**src/hdl/rap_pkg.sv**
```systemverilog
// Shared constants and types for the relay, alarm and pulse output block.
// Assumes a 10 MHz clock and a plain register port with read data one cycle later.
package rap_pkg;

  // Timing
  localparam int CLK_HZ      = 10_000_000;
  localparam int TICK_MS     = 10;
  localparam int TICK_CYC    = CLK_HZ / 1000 * TICK_MS;
  localparam int TICKS_PER_S = 1000 / TICK_MS;
  localparam int HOLD_S      = 5;
  localparam int HOLD_TICKS  = HOLD_S * TICKS_PER_S;

  // Fixed-point spans: 0x0400 is unity; rate and speed products shifted right by ten, pulse product by eight
  localparam logic [15:0] SPAN_UNITY  = 16'h0400;
  localparam int          SPAN_SHIFT  = 10;
  localparam int          HFR_SHIFT   = 8;

  // Register offsets (word index on the register port)
  localparam logic [5:0] ADDR_CTRL       = 6'h00;
  localparam logic [5:0] ADDR_RATE_SPAN  = 6'h01;
  localparam logic [5:0] ADDR_SPEED_SPAN = 6'h02;
  localparam logic [5:0] ADDR_HFR_SPAN   = 6'h03;
  localparam logic [5:0] ADDR_RATE_DISP  = 6'h04;
  localparam logic [5:0] ADDR_SPEED_DISP = 6'h05;
  localparam logic [5:0] ADDR_RELAY_ST   = 6'h06;
  localparam logic [1:0] RELAY_PAGE      = 2'h1;
  localparam logic [2:0] SUB_CFG         = 3'h0;
  localparam logic [2:0] SUB_LOW         = 3'h1;
  localparam logic [2:0] SUB_HIGH        = 3'h2;
  localparam logic [2:0] SUB_DELAY       = 3'h3;
  localparam logic [2:0] SUB_PULSE       = 3'h4;
  localparam logic [2:0] SUB_COUNTS      = 3'h5;

  // Field positions
  localparam int CTRL_SIM_BIT   = 0;
  localparam int CTRL_PROG_BIT  = 1;
  localparam int CTRL_SPEED_BIT = 2;
  localparam int CTRL_SEL_LSB   = 4;
  localparam int CFG_FUNC_LSB   = 0;
  localparam int CFG_EN_BIT     = 2;
  localparam int CFG_NC_BIT     = 3;

  // Parameter selection walks 0..PARAM_LAST
  localparam logic [4:0] PARAM_LAST = 5'h11;

  // Reset values of relay settings
  localparam logic [15:0] RST_LOW    = 16'h0000;
  localparam logic [15:0] RST_HIGH   = 16'hffff;
  localparam logic [6:0]  RST_DELAY  = 7'h00;
  localparam logic [7:0]  RST_PULSE  = 8'h0a;
  localparam logic [19:0] RST_COUNTS = 20'h00001;

  typedef enum logic [1:0] {
    FN_TOTAL_PULSE_REPEAT,
    FN_UNDER_FLOW_ALARM,
    FN_OVER_FLOW_ALARM,
    FN_WINDOW_FLOW_ALARM
  } rap_func_t;

  typedef struct packed {
    rap_func_t   func;
    logic        enable;
    logic        normally_closed;
    logic [15:0] low_sp;
    logic [15:0] high_sp;
    logic [6:0]  delay_s;
    logic [7:0]  pulse_hund;
    logic [19:0] counts_per_pulse;
  } rap_relay_cfg_t;

  typedef struct packed {
    logic [5:0]  addr;
    logic [31:0] wdata;
    logic        wr;
    logic        rd;
  } rap_bus_req_t;

endpackage

```
**src/hdl/rap_relay.sv**
```systemverilog
// One relay channel: pulse repeater or rate alarm with operate delay.
// Assumes rate, tick and count_tick come from logic on the same clock.
`timescale 1ns/1ps
`default_nettype none
module rap_relay
  import rap_pkg::*;
(
  input  wire logic           clk,        // System clock
  input  wire logic           rst_b,      // Async reset, active low
  input  wire rap_relay_cfg_t cfg,        // Channel settings
  input  wire logic [15:0]    rate,       // Scaled rate
  input  wire logic           tick,       // 10 ms enable
  input  wire logic           count_tick, // One total count
  output logic                contact_q   // Contact closed
);

  typedef struct packed {
    logic [13:0] dly;
    logic        alarm;
    logic [19:0] cnt;
    logic [3:0]  pend;
    logic        act;
    logic [7:0]  ptim;
    logic        contact;
  } rap_rly_st_t;

  rap_rly_st_t s_q;
  rap_rly_st_t s_d;
  logic        cond;
  logic        due;
  logic        active;

  always_comb begin
    s_d = s_q;
    case (cfg.func)
      FN_UNDER_FLOW_ALARM:  cond = rate < cfg.low_sp;
      FN_OVER_FLOW_ALARM:   cond = rate > cfg.high_sp;
      FN_WINDOW_FLOW_ALARM: cond = (rate < cfg.low_sp) || (rate > cfg.high_sp);
      default:              cond = 1'b0;
    endcase
    if (!cfg.enable || !cond) begin
      s_d.dly   = 14'h0000;
      s_d.alarm = 1'b0;
    end else if (s_q.dly >= 14'(cfg.delay_s * TICKS_PER_S)) begin
      s_d.alarm = 1'b1;
    end else if (tick) begin
      s_d.dly = s_q.dly + 14'h0001;
    end
    due = count_tick && ((s_q.cnt + 20'h00001) >= cfg.counts_per_pulse);
    if (!cfg.enable || cfg.func != FN_TOTAL_PULSE_REPEAT) begin
      s_d.cnt  = 20'h00000;
      s_d.pend = 4'h0;
      s_d.act  = 1'b0;
      s_d.ptim = 8'h00;
    end else begin
      if (count_tick) begin
        s_d.cnt = due ? 20'h00000 : s_q.cnt + 20'h00001;
      end
      // Saturates rather than wraps if pulses outrun the contact
      if (due && s_q.pend != 4'hf) begin
        s_d.pend = s_q.pend + 4'h1;
      end
      if (s_q.act) begin
        if (tick) begin
          if ((s_q.ptim + 8'h01) >= cfg.pulse_hund) begin
            s_d.act = 1'b0;
          end else begin
            s_d.ptim = s_q.ptim + 8'h01;
          end
        end
      end else if (s_d.pend != 4'h0) begin
        s_d.act  = 1'b1;
        s_d.ptim = 8'h00;
        s_d.pend = s_d.pend - 4'h1;
      end
    end
    active    = (cfg.func == FN_TOTAL_PULSE_REPEAT) ? s_q.act : s_q.alarm;
    s_d.contact = (active & cfg.enable) ^ cfg.normally_closed;
  end

  always_ff @(posedge clk or negedge rst_b) begin
    if (!rst_b) begin
      s_q <= '0;
    end else begin
      s_q <= s_d;
    end
  end

  assign contact_q = s_q.contact;

endmodule
`default_nettype wire

```
**src/hdl/rap_top.sv**
```systemverilog
// Relay, alarm and pulse output controller with push-button programming.
// Assumes the function button is an unsynchronised pin; rate, speed and
// count ticks come from logic on clk. Settings live in the external
// nonvolatile store, which captures them on nv_commit_q and is reloaded
// by software over the register port once a button hold has entered programming.
//
// Summary of operation
// Five-second button hold enters programming; another five-second hold leaves it.
// Leaving programming switches simulation off.
// Rate span edited under simulation is temporary; stored span returns afterwards.
// Short press in programming steps to the next parameter.
// Short press in running switches the display to belt speed.
// Speed span multiplies measured belt speed for the displayed speed.
// Pulse train frequency follows rate times a separate pulse span.
// Two relays with independent function, polarity and settings.
// Function choices: pulse repeater, under, over and window flow alarm.
// A relay follows its function only while enabled.
// Repeater closes for pulse duration when count is reached; closed polarity inverts.
// Pulse duration is in hundredths of a second.
// Scale factor sets total counts between repeater pulses.
// Under flow alarm changes contact when rate drops below low setpoint.
// Over flow alarm changes contact when rate exceeds high setpoint.
// Window alarm changes contact below low or above high setpoint.
// Each relay holds a four-digit low setpoint in displayed units.
// Each relay holds a four-digit high setpoint in displayed units.
// Operator re-enters setpoints after changing rate units; no rescaling.
// Alarm switches only after its condition persists for delay seconds.
// Delay zero switches the alarm at once.
// Clearing condition restarts the delay and returns the contact to idle.
// A pulse due during an active pulse is held and issued afterwards.
// Settings are kept across power cycles in nonvolatile storage.
//
// The plain strobed port and the address map were left to the implementer.
`timescale 1ns/1ps
`default_nettype none
module rap_top
  import rap_pkg::*;
#(
  parameter int TICK_CYCLES = TICK_CYC // Cycles per 10 ms tick
)
(
  input  wire logic         clk,            // 10 MHz clock
  input  wire logic         rst_b,          // Async reset, active low
  input  wire logic         func_btn,       // Function button pin, high pressed
  input  wire logic [15:0]  rate_in,        // Measured rate
  input  wire logic [15:0]  speed_in,       // Measured belt speed
  input  wire logic         count_tick,     // One total count, pulse
  input  wire rap_bus_req_t bus_req,        // Register request
  output logic [31:0]       rdata_q,        // Read data, cycle after rd
  output logic [1:0]        relay_closed_q, // Relay contacts closed
  output logic              hfr_q,          // Rate pulse train
  output logic              disp_speed_q,   // Display shows speed
  output logic              prog_q,         // Programming state
  output logic              sim_q,          // Simulation on
  output logic [4:0]        param_sel_q,    // Selected parameter
  output logic [15:0]       rate_disp_q,    // Scaled rate
  output logic [15:0]       speed_disp_q,   // Scaled speed
  output logic              nv_commit_q     // Capture settings, pulse
);

  typedef struct packed {
    logic [16:0]          div;
    logic                 tick;
    logic [1:0]           btn_sync;
    logic                 btn_prev;
    logic [9:0]           hold;
    logic                 held;
    logic                 prog;
    logic                 sim;
    logic                 disp_speed;
    logic [4:0]           sel;
    logic [15:0]          rate_span;
    logic [15:0]          rate_tmp;
    logic [15:0]          speed_span;
    logic [15:0]          hfr_span;
    logic [15:0]          rate_disp;
    logic [15:0]          speed_disp;
    logic [23:0]          hfr_acc;
    logic                 hfr;
    logic                 nv_commit;
    logic [31:0]          rdata;
    rap_relay_cfg_t [1:0] rcfg;
  } rap_top_st_t;

  localparam rap_relay_cfg_t RCFG_RST = '{
    func:             FN_TOTAL_PULSE_REPEAT,
    enable:           1'b0,
    normally_closed:  1'b0,
    low_sp:           RST_LOW,
    high_sp:          RST_HIGH,
    delay_s:          RST_DELAY,
    pulse_hund:       RST_PULSE,
    counts_per_pulse: RST_COUNTS
  };

  rap_top_st_t s_q;
  rap_top_st_t s_d;

  logic [15:0] eff_span;
  logic [31:0] rate_prod;
  logic [31:0] speed_prod;
  logic [31:0] hfr_prod;
  logic [24:0] hfr_sum;
  logic        btn;
  logic        rly_hit;
  logic        rly_idx;
  logic [2:0]  rly_sub;

  always_comb begin
    s_d = s_q;
    s_d.nv_commit = 1'b0;
    s_d.rdata     = 32'h00000000;

    // 10 ms enable
    s_d.tick = 1'b0;
    if (s_q.div >= 17'(TICK_CYCLES - 1)) begin
      s_d.div  = 17'h00000;
      s_d.tick = 1'b1;
    end else begin
      s_d.div = s_q.div + 17'h00001;
    end

    // Button: only the second stage is read by logic
    s_d.btn_sync = {s_q.btn_sync[0], func_btn};
    btn          = s_q.btn_sync[1];
    s_d.btn_prev = btn;
    if (btn && !s_q.held && s_q.tick) begin
      if (s_q.hold >= 10'(HOLD_TICKS - 1)) begin
        s_d.held = 1'b1;
        s_d.prog = !s_q.prog;
        if (s_q.prog) begin
          s_d.sim       = 1'b0;
          s_d.nv_commit = 1'b1;
        end
      end else begin
        s_d.hold = s_q.hold + 10'h001;
      end
    end
    if (s_q.btn_prev && !btn) begin
      // A long hold ends without counting as a short press
      if (!s_q.held) begin
        if (s_q.prog) begin
          s_d.sel = (s_q.sel >= PARAM_LAST) ? 5'h00 : s_q.sel + 5'h01;
        end else begin
          s_d.disp_speed = !s_q.disp_speed;
        end
      end
      s_d.hold = 10'h000;
      s_d.held = 1'b0;
    end

    // Scaling pipelines, one cycle each
    s_d.rate_disp  = rate_prod[SPAN_SHIFT +: 16];
    s_d.speed_disp = speed_prod[SPAN_SHIFT +: 16];
    s_d.hfr_acc    = hfr_sum[23:0];
    if (hfr_sum[24]) begin
      s_d.hfr = !s_q.hfr;
    end

    // Settings change only in programming; the exit cycle drops writes so sim stays off
    if (bus_req.wr && s_q.prog && s_d.prog) begin
      if (rly_hit) begin
        case (rly_sub)
          SUB_CFG: begin
            s_d.rcfg[rly_idx].func            = rap_func_t'(bus_req.wdata[CFG_FUNC_LSB +: 2]);
            s_d.rcfg[rly_idx].enable          = bus_req.wdata[CFG_EN_BIT];
            s_d.rcfg[rly_idx].normally_closed = bus_req.wdata[CFG_NC_BIT];
          end
          SUB_LOW: begin
            s_d.rcfg[rly_idx].low_sp = bus_req.wdata[15:0];
          end
          SUB_HIGH: begin
            s_d.rcfg[rly_idx].high_sp = bus_req.wdata[15:0];
          end
          SUB_DELAY: begin
            s_d.rcfg[rly_idx].delay_s = bus_req.wdata[6:0];
          end
          SUB_PULSE: begin
            s_d.rcfg[rly_idx].pulse_hund = bus_req.wdata[7:0];
          end
          SUB_COUNTS: begin
            s_d.rcfg[rly_idx].counts_per_pulse = bus_req.wdata[19:0];
          end
          default: begin
          end
        endcase
      end else begin
        case (bus_req.addr)
          ADDR_CTRL: begin
            s_d.sim = bus_req.wdata[CTRL_SIM_BIT];
            if (bus_req.wdata[CTRL_SIM_BIT] && !s_q.sim) begin
              s_d.rate_tmp = s_q.rate_span;
            end
          end
          ADDR_RATE_SPAN: begin
            if (s_q.sim) begin
              s_d.rate_tmp = bus_req.wdata[15:0];
            end else begin
              s_d.rate_span = bus_req.wdata[15:0];
            end
          end
          ADDR_SPEED_SPAN: begin
            s_d.speed_span = bus_req.wdata[15:0];
          end
          ADDR_HFR_SPAN: begin
            s_d.hfr_span = bus_req.wdata[15:0];
          end
          default: begin
          end
        endcase
      end
    end

    if (bus_req.rd) begin
      if (rly_hit) begin
        case (rly_sub)
          SUB_CFG: begin
            s_d.rdata[CFG_FUNC_LSB +: 2] = s_q.rcfg[rly_idx].func;
            s_d.rdata[CFG_EN_BIT]        = s_q.rcfg[rly_idx].enable;
            s_d.rdata[CFG_NC_BIT]        = s_q.rcfg[rly_idx].normally_closed;
          end
          SUB_LOW: begin
            s_d.rdata[15:0] = s_q.rcfg[rly_idx].low_sp;
          end
          SUB_HIGH: begin
            s_d.rdata[15:0] = s_q.rcfg[rly_idx].high_sp;
          end
          SUB_DELAY: begin
            s_d.rdata[6:0] = s_q.rcfg[rly_idx].delay_s;
          end
          SUB_PULSE: begin
            s_d.rdata[7:0] = s_q.rcfg[rly_idx].pulse_hund;
          end
          SUB_COUNTS: begin
            s_d.rdata[19:0] = s_q.rcfg[rly_idx].counts_per_pulse;
          end
          default: begin
          end
        endcase
      end else begin
        case (bus_req.addr)
          ADDR_CTRL: begin
            s_d.rdata[CTRL_SIM_BIT]      = s_q.sim;
            s_d.rdata[CTRL_PROG_BIT]     = s_q.prog;
            s_d.rdata[CTRL_SPEED_BIT]    = s_q.disp_speed;
            s_d.rdata[CTRL_SEL_LSB +: 5] = s_q.sel;
          end
          ADDR_RATE_SPAN: begin
            s_d.rdata[15:0] = eff_span;
          end
          ADDR_SPEED_SPAN: begin
            s_d.rdata[15:0] = s_q.speed_span;
          end
          ADDR_HFR_SPAN: begin
            s_d.rdata[15:0] = s_q.hfr_span;
          end
          ADDR_RATE_DISP: begin
            s_d.rdata[15:0] = s_q.rate_disp;
          end
          ADDR_SPEED_DISP: begin
            s_d.rdata[15:0] = s_q.speed_disp;
          end
          ADDR_RELAY_ST: begin
            s_d.rdata[1:0] = relay_closed_q;
          end
          default: begin
          end
        endcase
      end
    end
  end

  // Simulation span shadows the stored one and is simply dropped on exit
  assign eff_span   = s_q.sim ? s_q.rate_tmp : s_q.rate_span;
  assign rate_prod  = rate_in * eff_span;
  assign speed_prod = speed_in * s_q.speed_span;
  // Full 32-bit product; bits 31:8 of it are added to the accumulator each cycle
  assign hfr_prod   = s_q.rate_disp * s_q.hfr_span;
  assign hfr_sum    = {1'b0, s_q.hfr_acc} + {1'b0, hfr_prod[HFR_SHIFT +: 24]};
  assign rly_hit    = bus_req.addr[5:4] == RELAY_PAGE;
  assign rly_idx    = bus_req.addr[3];
  assign rly_sub    = bus_req.addr[2:0];

  always_ff @(posedge clk or negedge rst_b) begin
    if (!rst_b) begin
      s_q            <= '0;
      s_q.rate_span  <= SPAN_UNITY;
      s_q.rate_tmp   <= SPAN_UNITY;
      s_q.speed_span <= SPAN_UNITY;
      s_q.hfr_span   <= SPAN_UNITY;
      s_q.rcfg       <= {RCFG_RST, RCFG_RST};
    end else begin
      s_q <= s_d;
    end
  end

  for (genvar g = 0; g < 2; g++) begin : g_relay
    rap_relay u_relay (
      .clk        (clk),
      .rst_b      (rst_b),
      .cfg        (s_q.rcfg[g]),
      .rate       (s_q.rate_disp),
      .tick       (s_q.tick),
      .count_tick (count_tick),
      .contact_q  (relay_closed_q[g])
    );
  end

  assign rdata_q      = s_q.rdata;
  assign hfr_q        = s_q.hfr;
  assign disp_speed_q = s_q.disp_speed;
  assign prog_q       = s_q.prog;
  assign sim_q        = s_q.sim;
  assign param_sel_q  = s_q.sel;
  assign rate_disp_q  = s_q.rate_disp;
  assign speed_disp_q = s_q.speed_disp;
  assign nv_commit_q  = s_q.nv_commit;

endmodule
`default_nettype wire

```
**config.mk**
```make
export PLATFORM = sky130hd
export DESIGN_NAME = rap_top
export DESIGN_NICKNAME = d
export VERILOG_FILES = /design/src/hdl/rap_pkg.sv /design/src/hdl/rap_relay.sv /design/src/hdl/rap_top.sv
export SDC_FILE = /design/constraint.sdc
export NUM_CORES = 2
export LEC_CHECK = 0
export CAP_MARGIN = 20
export CORE_MARGIN = 5
export CORE_UTILIZATION = 40
export CTS_CLUSTER_DIAMETER = 150
export DETAILED_ROUTE_END_ITERATION = 7
export DONT_BUFFER_PORTS = 1
export PLACE_DENSITY = 0.58
export SYNTH_ARGS = -nofsm -noshare
export SYNTH_HDL_FRONTEND = slang
export SYNTH_SLANG_ARGS = --single-unit
export TNS_END_PERCENT = 1
```
**constraint.sdc**
```tcl
create_clock -name clk -period 7.6 [get_ports clk]
set_input_delay 1.52 -clock clk [delete_from_list [all_inputs] [get_ports clk]]
set_output_delay 1.52 -clock clk [all_outputs]
set_load 0.05 [all_outputs]
```
Yosys cells after proc, flatten, opt, wreduce, memory -nomap -nowiden
Cells that the tools add are included.
- flip-flop bits (word level): 422
- latch bits: 0
- memory bits (writable): 0
- bits in read-only memories: 0
- bits of input ports: 76
- output and inout bits: 76
- logic and storage cells: 273
- memories: 0
- add/subtract/negate cells: 14
- multiply operators: 5
- div/mod/pow operators: 0
- $lt $le $gt $ge: 15
- eq/ne operators: 29
- shift-type cells: 0
- muxes and demuxes: 92
- bitwise gates (word level): 8
- reduce and logical (&&, ||, !) cells: 60
- operators with widths (kind ; number):
    $bwmux 142 ; 8
    $pmux 142 s6 ; 1
    $demux 71 s1 ; 8
    $mux 71 ; 3
    $mux 20 ; 6
    $mux 69 ; 1
    $mux 68 ; 1
    $mux 67 ; 1
    $mux 33 ; 2
    $mux 16 ; 4
    $mux 14 ; 4
    $mul 16x16->26 ; 2
    $mux 51 ; 1
    $add 20x1->20 const B ; 2
    $ge 20x20->1 ; 2
    $mux 13 ; 3
    $mux 9 ; 4
    $mux 35 ; 1
    $pmux 7 s5 ; 1
    $gt 16x16->1 ; 2
    $lt 16x16->1 ; 2
    $mul 16x16->32 ; 1
    $mux 4 ; 8
    $pmux 16 s2 ; 1
    other kinds (63) ; 154

Depth between registers and ports, before layout
- depth after elaboration: 10
- gate-level depth with buffers: 34
- gate-level depth less buffers: 32

Cells and area by module
From an unflattened synthesis, not the netlist that was laid out.
- cells, all modules: 5108
- area, all modules: 48143.7 µm²
- by module, submodules not included (module ; times used ; cells an instance ; area an instance (µm²) ; seq. area each (µm²)):
    rap_top ; 1 ; 3904 ; 37915.1 ; 8160.3
    rap_relay (g_relay[1].u_relay) ; 1 ; 609 ; 5162.5 ; 1226.2
    rap_relay (g_relay[0].u_relay) ; 1 ; 595 ; 5066.1 ; 1226.2

Worst setup path after synthesis
Ideal clock, no wire load.
- kind: register -> register
- start: reg s_q, in the netlist rate_disp_q[7]
- end: reg s_q[198] (netlist name)
- library setup time: 124 ps
- arrival: 7603 ps
- required time: 7476 ps
- slack: -126 ps
- stages on the path, launching flop included: 29
- path buffers: 1
- clock period less this slack: 7726 ps
- path through: dfrtp_1 clkbuf_1 nand2_1 fa_1 inv_1 fa_1 inv_1 fa_1 inv_1 fa_1 fa_1 inv_1 fa_1 inv_1 ha_1 a21o_1 a21o_1 a21oi_1 o21ai_0 or3b_2 o21ai_0 o2111ai_1 o31ai_1 xnor2_1 ha_1 nand2_1 o31ai_1 nor4b_1 a211o_1
- longest elaborated chain between the ends: 2
- ends and longest elaborated chain (element ; line ; RTL):
    start: declaration ; rap_top.sv:96 ; rap_top_st_t s_q;
    $mul 16x16->32 ; rap_top.sv:278 ; assign hfr_prod = s_q.rate_disp * s_q.hfr_span;
    $add 24x24->25 ; rap_top.sv:279 ; assign hfr_sum = {1'b0, s_q.hfr_acc} + {1'b0, hfr_prod[HFR_SHIFT +: 24]};
    net hfr_sum[22] ; rap_top.sv:103 ; logic [24:0] hfr_sum;
The timed path passes the listed nets, and every way through them passes these cells.
A chain may end at the register's enable or synchronous reset.

Worst setup path in the final report
- start: reg s_q, in the netlist rate_disp_q[12]
- end: reg s_q[198] (netlist name)
Same word-level chain as after synthesis.

==> results.md <==
* Status: complete, no violations
* Wire per inst at between 20 and 25 um
* Post-synthesis to final-layout area growth at 9.30%
* CP most frequent cell: fa_1
* Largest net degree at the start of global routing at between 400 and 500
* CP Class: reg -> reg
* Clock root buffer: clkbuf_16
* Final worst slack at 0.190 ns
* Unrepaired setup endpoints after global routing: yes
* Worst setup EP type: flip-flop
* Post-synth EDFFs at 0
* Final TNS setup at 0 ns
* CP Max Fanout at 15
* Global-route wire length before repair at 213000 um
* Drt via density at roughly 5.3
* Crit start category: flip-flop
* Final instance area at roughly 52000 um2
* Fillers at ~11000
* CTS tree: yes
* Synth unique cells at 76
* Initial Util at between 40% and 50%
* Slowest stage delay, CP at slightly below 0.6 ns
* Final period utilization at a little over nine tenths
* Power, Total at around 5000 uW
* Worst hold margin at about 0.36 ns
* Leak at 0.0262 uW
* Least-Margin Pin Slew at 0.955 ns
* DP Area at just under 50000 um2
* Critical path data required time at just over 8 ns
* Num ports at 152
* Worst path top cell family by delay: adder cells
* I/O Buffers at 0
* Max cap viols at 0
* Clk sinks at about 420
* Total track usage at 21.6%
* Commonest non-fill, non-tap cell in the layout: inv_1
* Routed WL at approximately 140000 um
* Die Ht at around 350 um
* Seq cells post-synth at 422
* Clock latency on the worst-skew pair at ~0.64 ns
* Setup WS pre-CTS at -0.260 ns
* Maximum vdd ir drop at around 0.19 mV
* GP Congestion at 0.891
* Buf/Inv on CP at 5
* Fmax achieved at 135 MHz
* CTS buffer count at 52
* Worst Hold Class: reg -> reg
* Worst Skew at 0.0337 ns
* Detail Route Antenna Nets at 0
* Share of cells above drive strength 1 at between 10% and 20%
* Max-slew violation count at 0
* First drt pass iteration count at 6
* Post-Syn Area at roughly 47000 um2
* Pwr/cell area at about 100 nW/um2
* Hold buffer count at CTS at 0
* Core area at 118000 um2
* Die area at around 130000 um2
* Clock Path Buffers at 3
* Asr flop ratio synth at between 90% and 100%
* Register area share after synthesis at 22.4%
* Antenna violations before repair at 8
* DRC viols at 0
* Avg Cell Area, Syn at approximately 9.3 um2
* Most frequent cells in the layout: inv_1 (830), nand2_1 (658), fa_1 (552)
* First DRT Iteration DRCs at between 2000 and 2500
* Grt ovf at 0
* Synth Warn # at 0
* Rel. slew slack at a little over a third
* Reg clk slew, reported paths at roughly 0.06 ns
* Final Hold Fails at 0
* Nets at approximately 6200
* Setup-failing EPs final at 0
* Most used DFF post-synth: dfrtp_1
* Die W at about 350 um
* Crit path arrival time at 7.97 ns
* Placement Rows at approximately 130
* H-Tree Depth at 2
* Slowest-stage cell, CP: fa_1
* Minimum clock period at approximately 7.4 ns
* Placed wire-length estimate at about 100000 um
* Cells after Synth at 5110
* Vias in the first global route at approximately 36000
* Vias at 35300
layer usage:
layer	global-route usage, %	part of all wire, %
met1	28.6	42
met2	35.2	46
met3	4.94	7.6
met4	7.14	3.7
met5	0	0.019
synth_stat cells (46+ instances only):
cell / number / area, um2
inv_1: 835 / 3130
nand2_1: 660 / 2480
xnor2_1: 136 / 1190
mux2i_1: 49 / 490
buf_4: 71 / 533
xor2_1: 63 / 552
o21ai_0: 147 / 736
a21o_1: 65 / 488
a21oi_1: 123 / 616
nor2_1: 240 / 901
ha_1: 480 / 6010
fa_1: 558 / 11200
nor2b_1: 63 / 394
nand3_1: 86 / 430
dfrtp_1: 380 / 9510
clkbuf_1: 198 / 743
mux2_2: 152 / 1710
nor3_1: 46 / 230
and2_1: 268 / 1680
worst reg2reg max path, cell delays in order (launching register included):
cell and delay, ns:
dfrtp_2 0.46, buf_4 0.16, buf_4 0.38, nand2_1 0.15
fa_1 0.52, fa_1 0.51, inv_1 0.05, fa_1 0.58
fa_1 0.44, fa_1 0.49, inv_1 0.05, fa_1 0.47
inv_1 0.04, ha_1 0.19, a21oi_1 0.18, or3b_4 0.40
o21a_1 0.23, a21oi_2 0.20, xnor2_2 0.11, ha_1 0.32
a21o_1 0.19, a21o_1 0.19, a21oi_2 0.14, nor2_1 0.06
a211oi_2 0.27, o31ai_4 0.16, nor4b_2 0.29, a211o_1 0.13
logic make-up (layout without fill, tap and decap cells):
group / after synthesis / after routing / synth area share (%)
xor+xnor: 199 / 199 / 3.67
simple gates: 1515 / 1515 / 14.9
buf+inv: 1114 / 1128 / 9.37
other cells: 1 / 18 / 0.00790
compound gates: 617 / 617 / 8.71
fa+ha+maj: 1038 / 1038 / 36.2
flops: 422 / 422 / 22.4
mux: 204 / 204 / 4.78
through the flow:
stage	util [%]	instances
2_1_floorplan	-	5121
3_3_place_gp	42.0	6556
3_5_place_dp	42.0	6558
4_1_cts	43.7	6660
5_1_grt	44.0	6671
6_report	44.0	6677
layout make-up:
type                    count  area (um2)  share of cell area [%]
diodes                      6        15.0                  0.0289
clock inverters            29         418                   0.805
clock buffers              69        1470                    2.82
repair buffers            194        1550                    2.98
inverters                 836        3140                    6.05
multi-input cells        3585       32800                    63.1
well taps                1536        1920                    3.70
flip-flops and latches    422       10600                    20.5
where the power goes:
| group | switching [uW] | total (uW) | internal [uW] |
|---|---|---|---|
| clock | 1110 | 2750 | 1640 |
| combinational | 91.4 | 123 | 31.6 |
| sequential | 25.1 | 2280 | 2250 |
worst paths after layout:
kind                                  from        endpoint  slack (ns)  cells after the start
max                        rate_disp_q[12]        s_q[198]        0.19                     27
min                               s_d[317]             btn        0.36                      0
max reg2reg                rate_disp_q[12]        s_q[198]        0.19                     27
min reg2reg                       s_d[317]             btn        0.36                      0
max in group asynchronous            rst_b  rate_disp_q[4]        4.99                      2
min in group asynchronous            rst_b        s_q[182]        0.61                      0
what timing repair did:
item                                    CTS  global route
gates resized for setup                  22            53
pin swaps                                11            37
cloned                                    0             0
endpoints found under the setup margin    6            10
buffers inserted                          4             7
(Power assumes the default switching activity.)
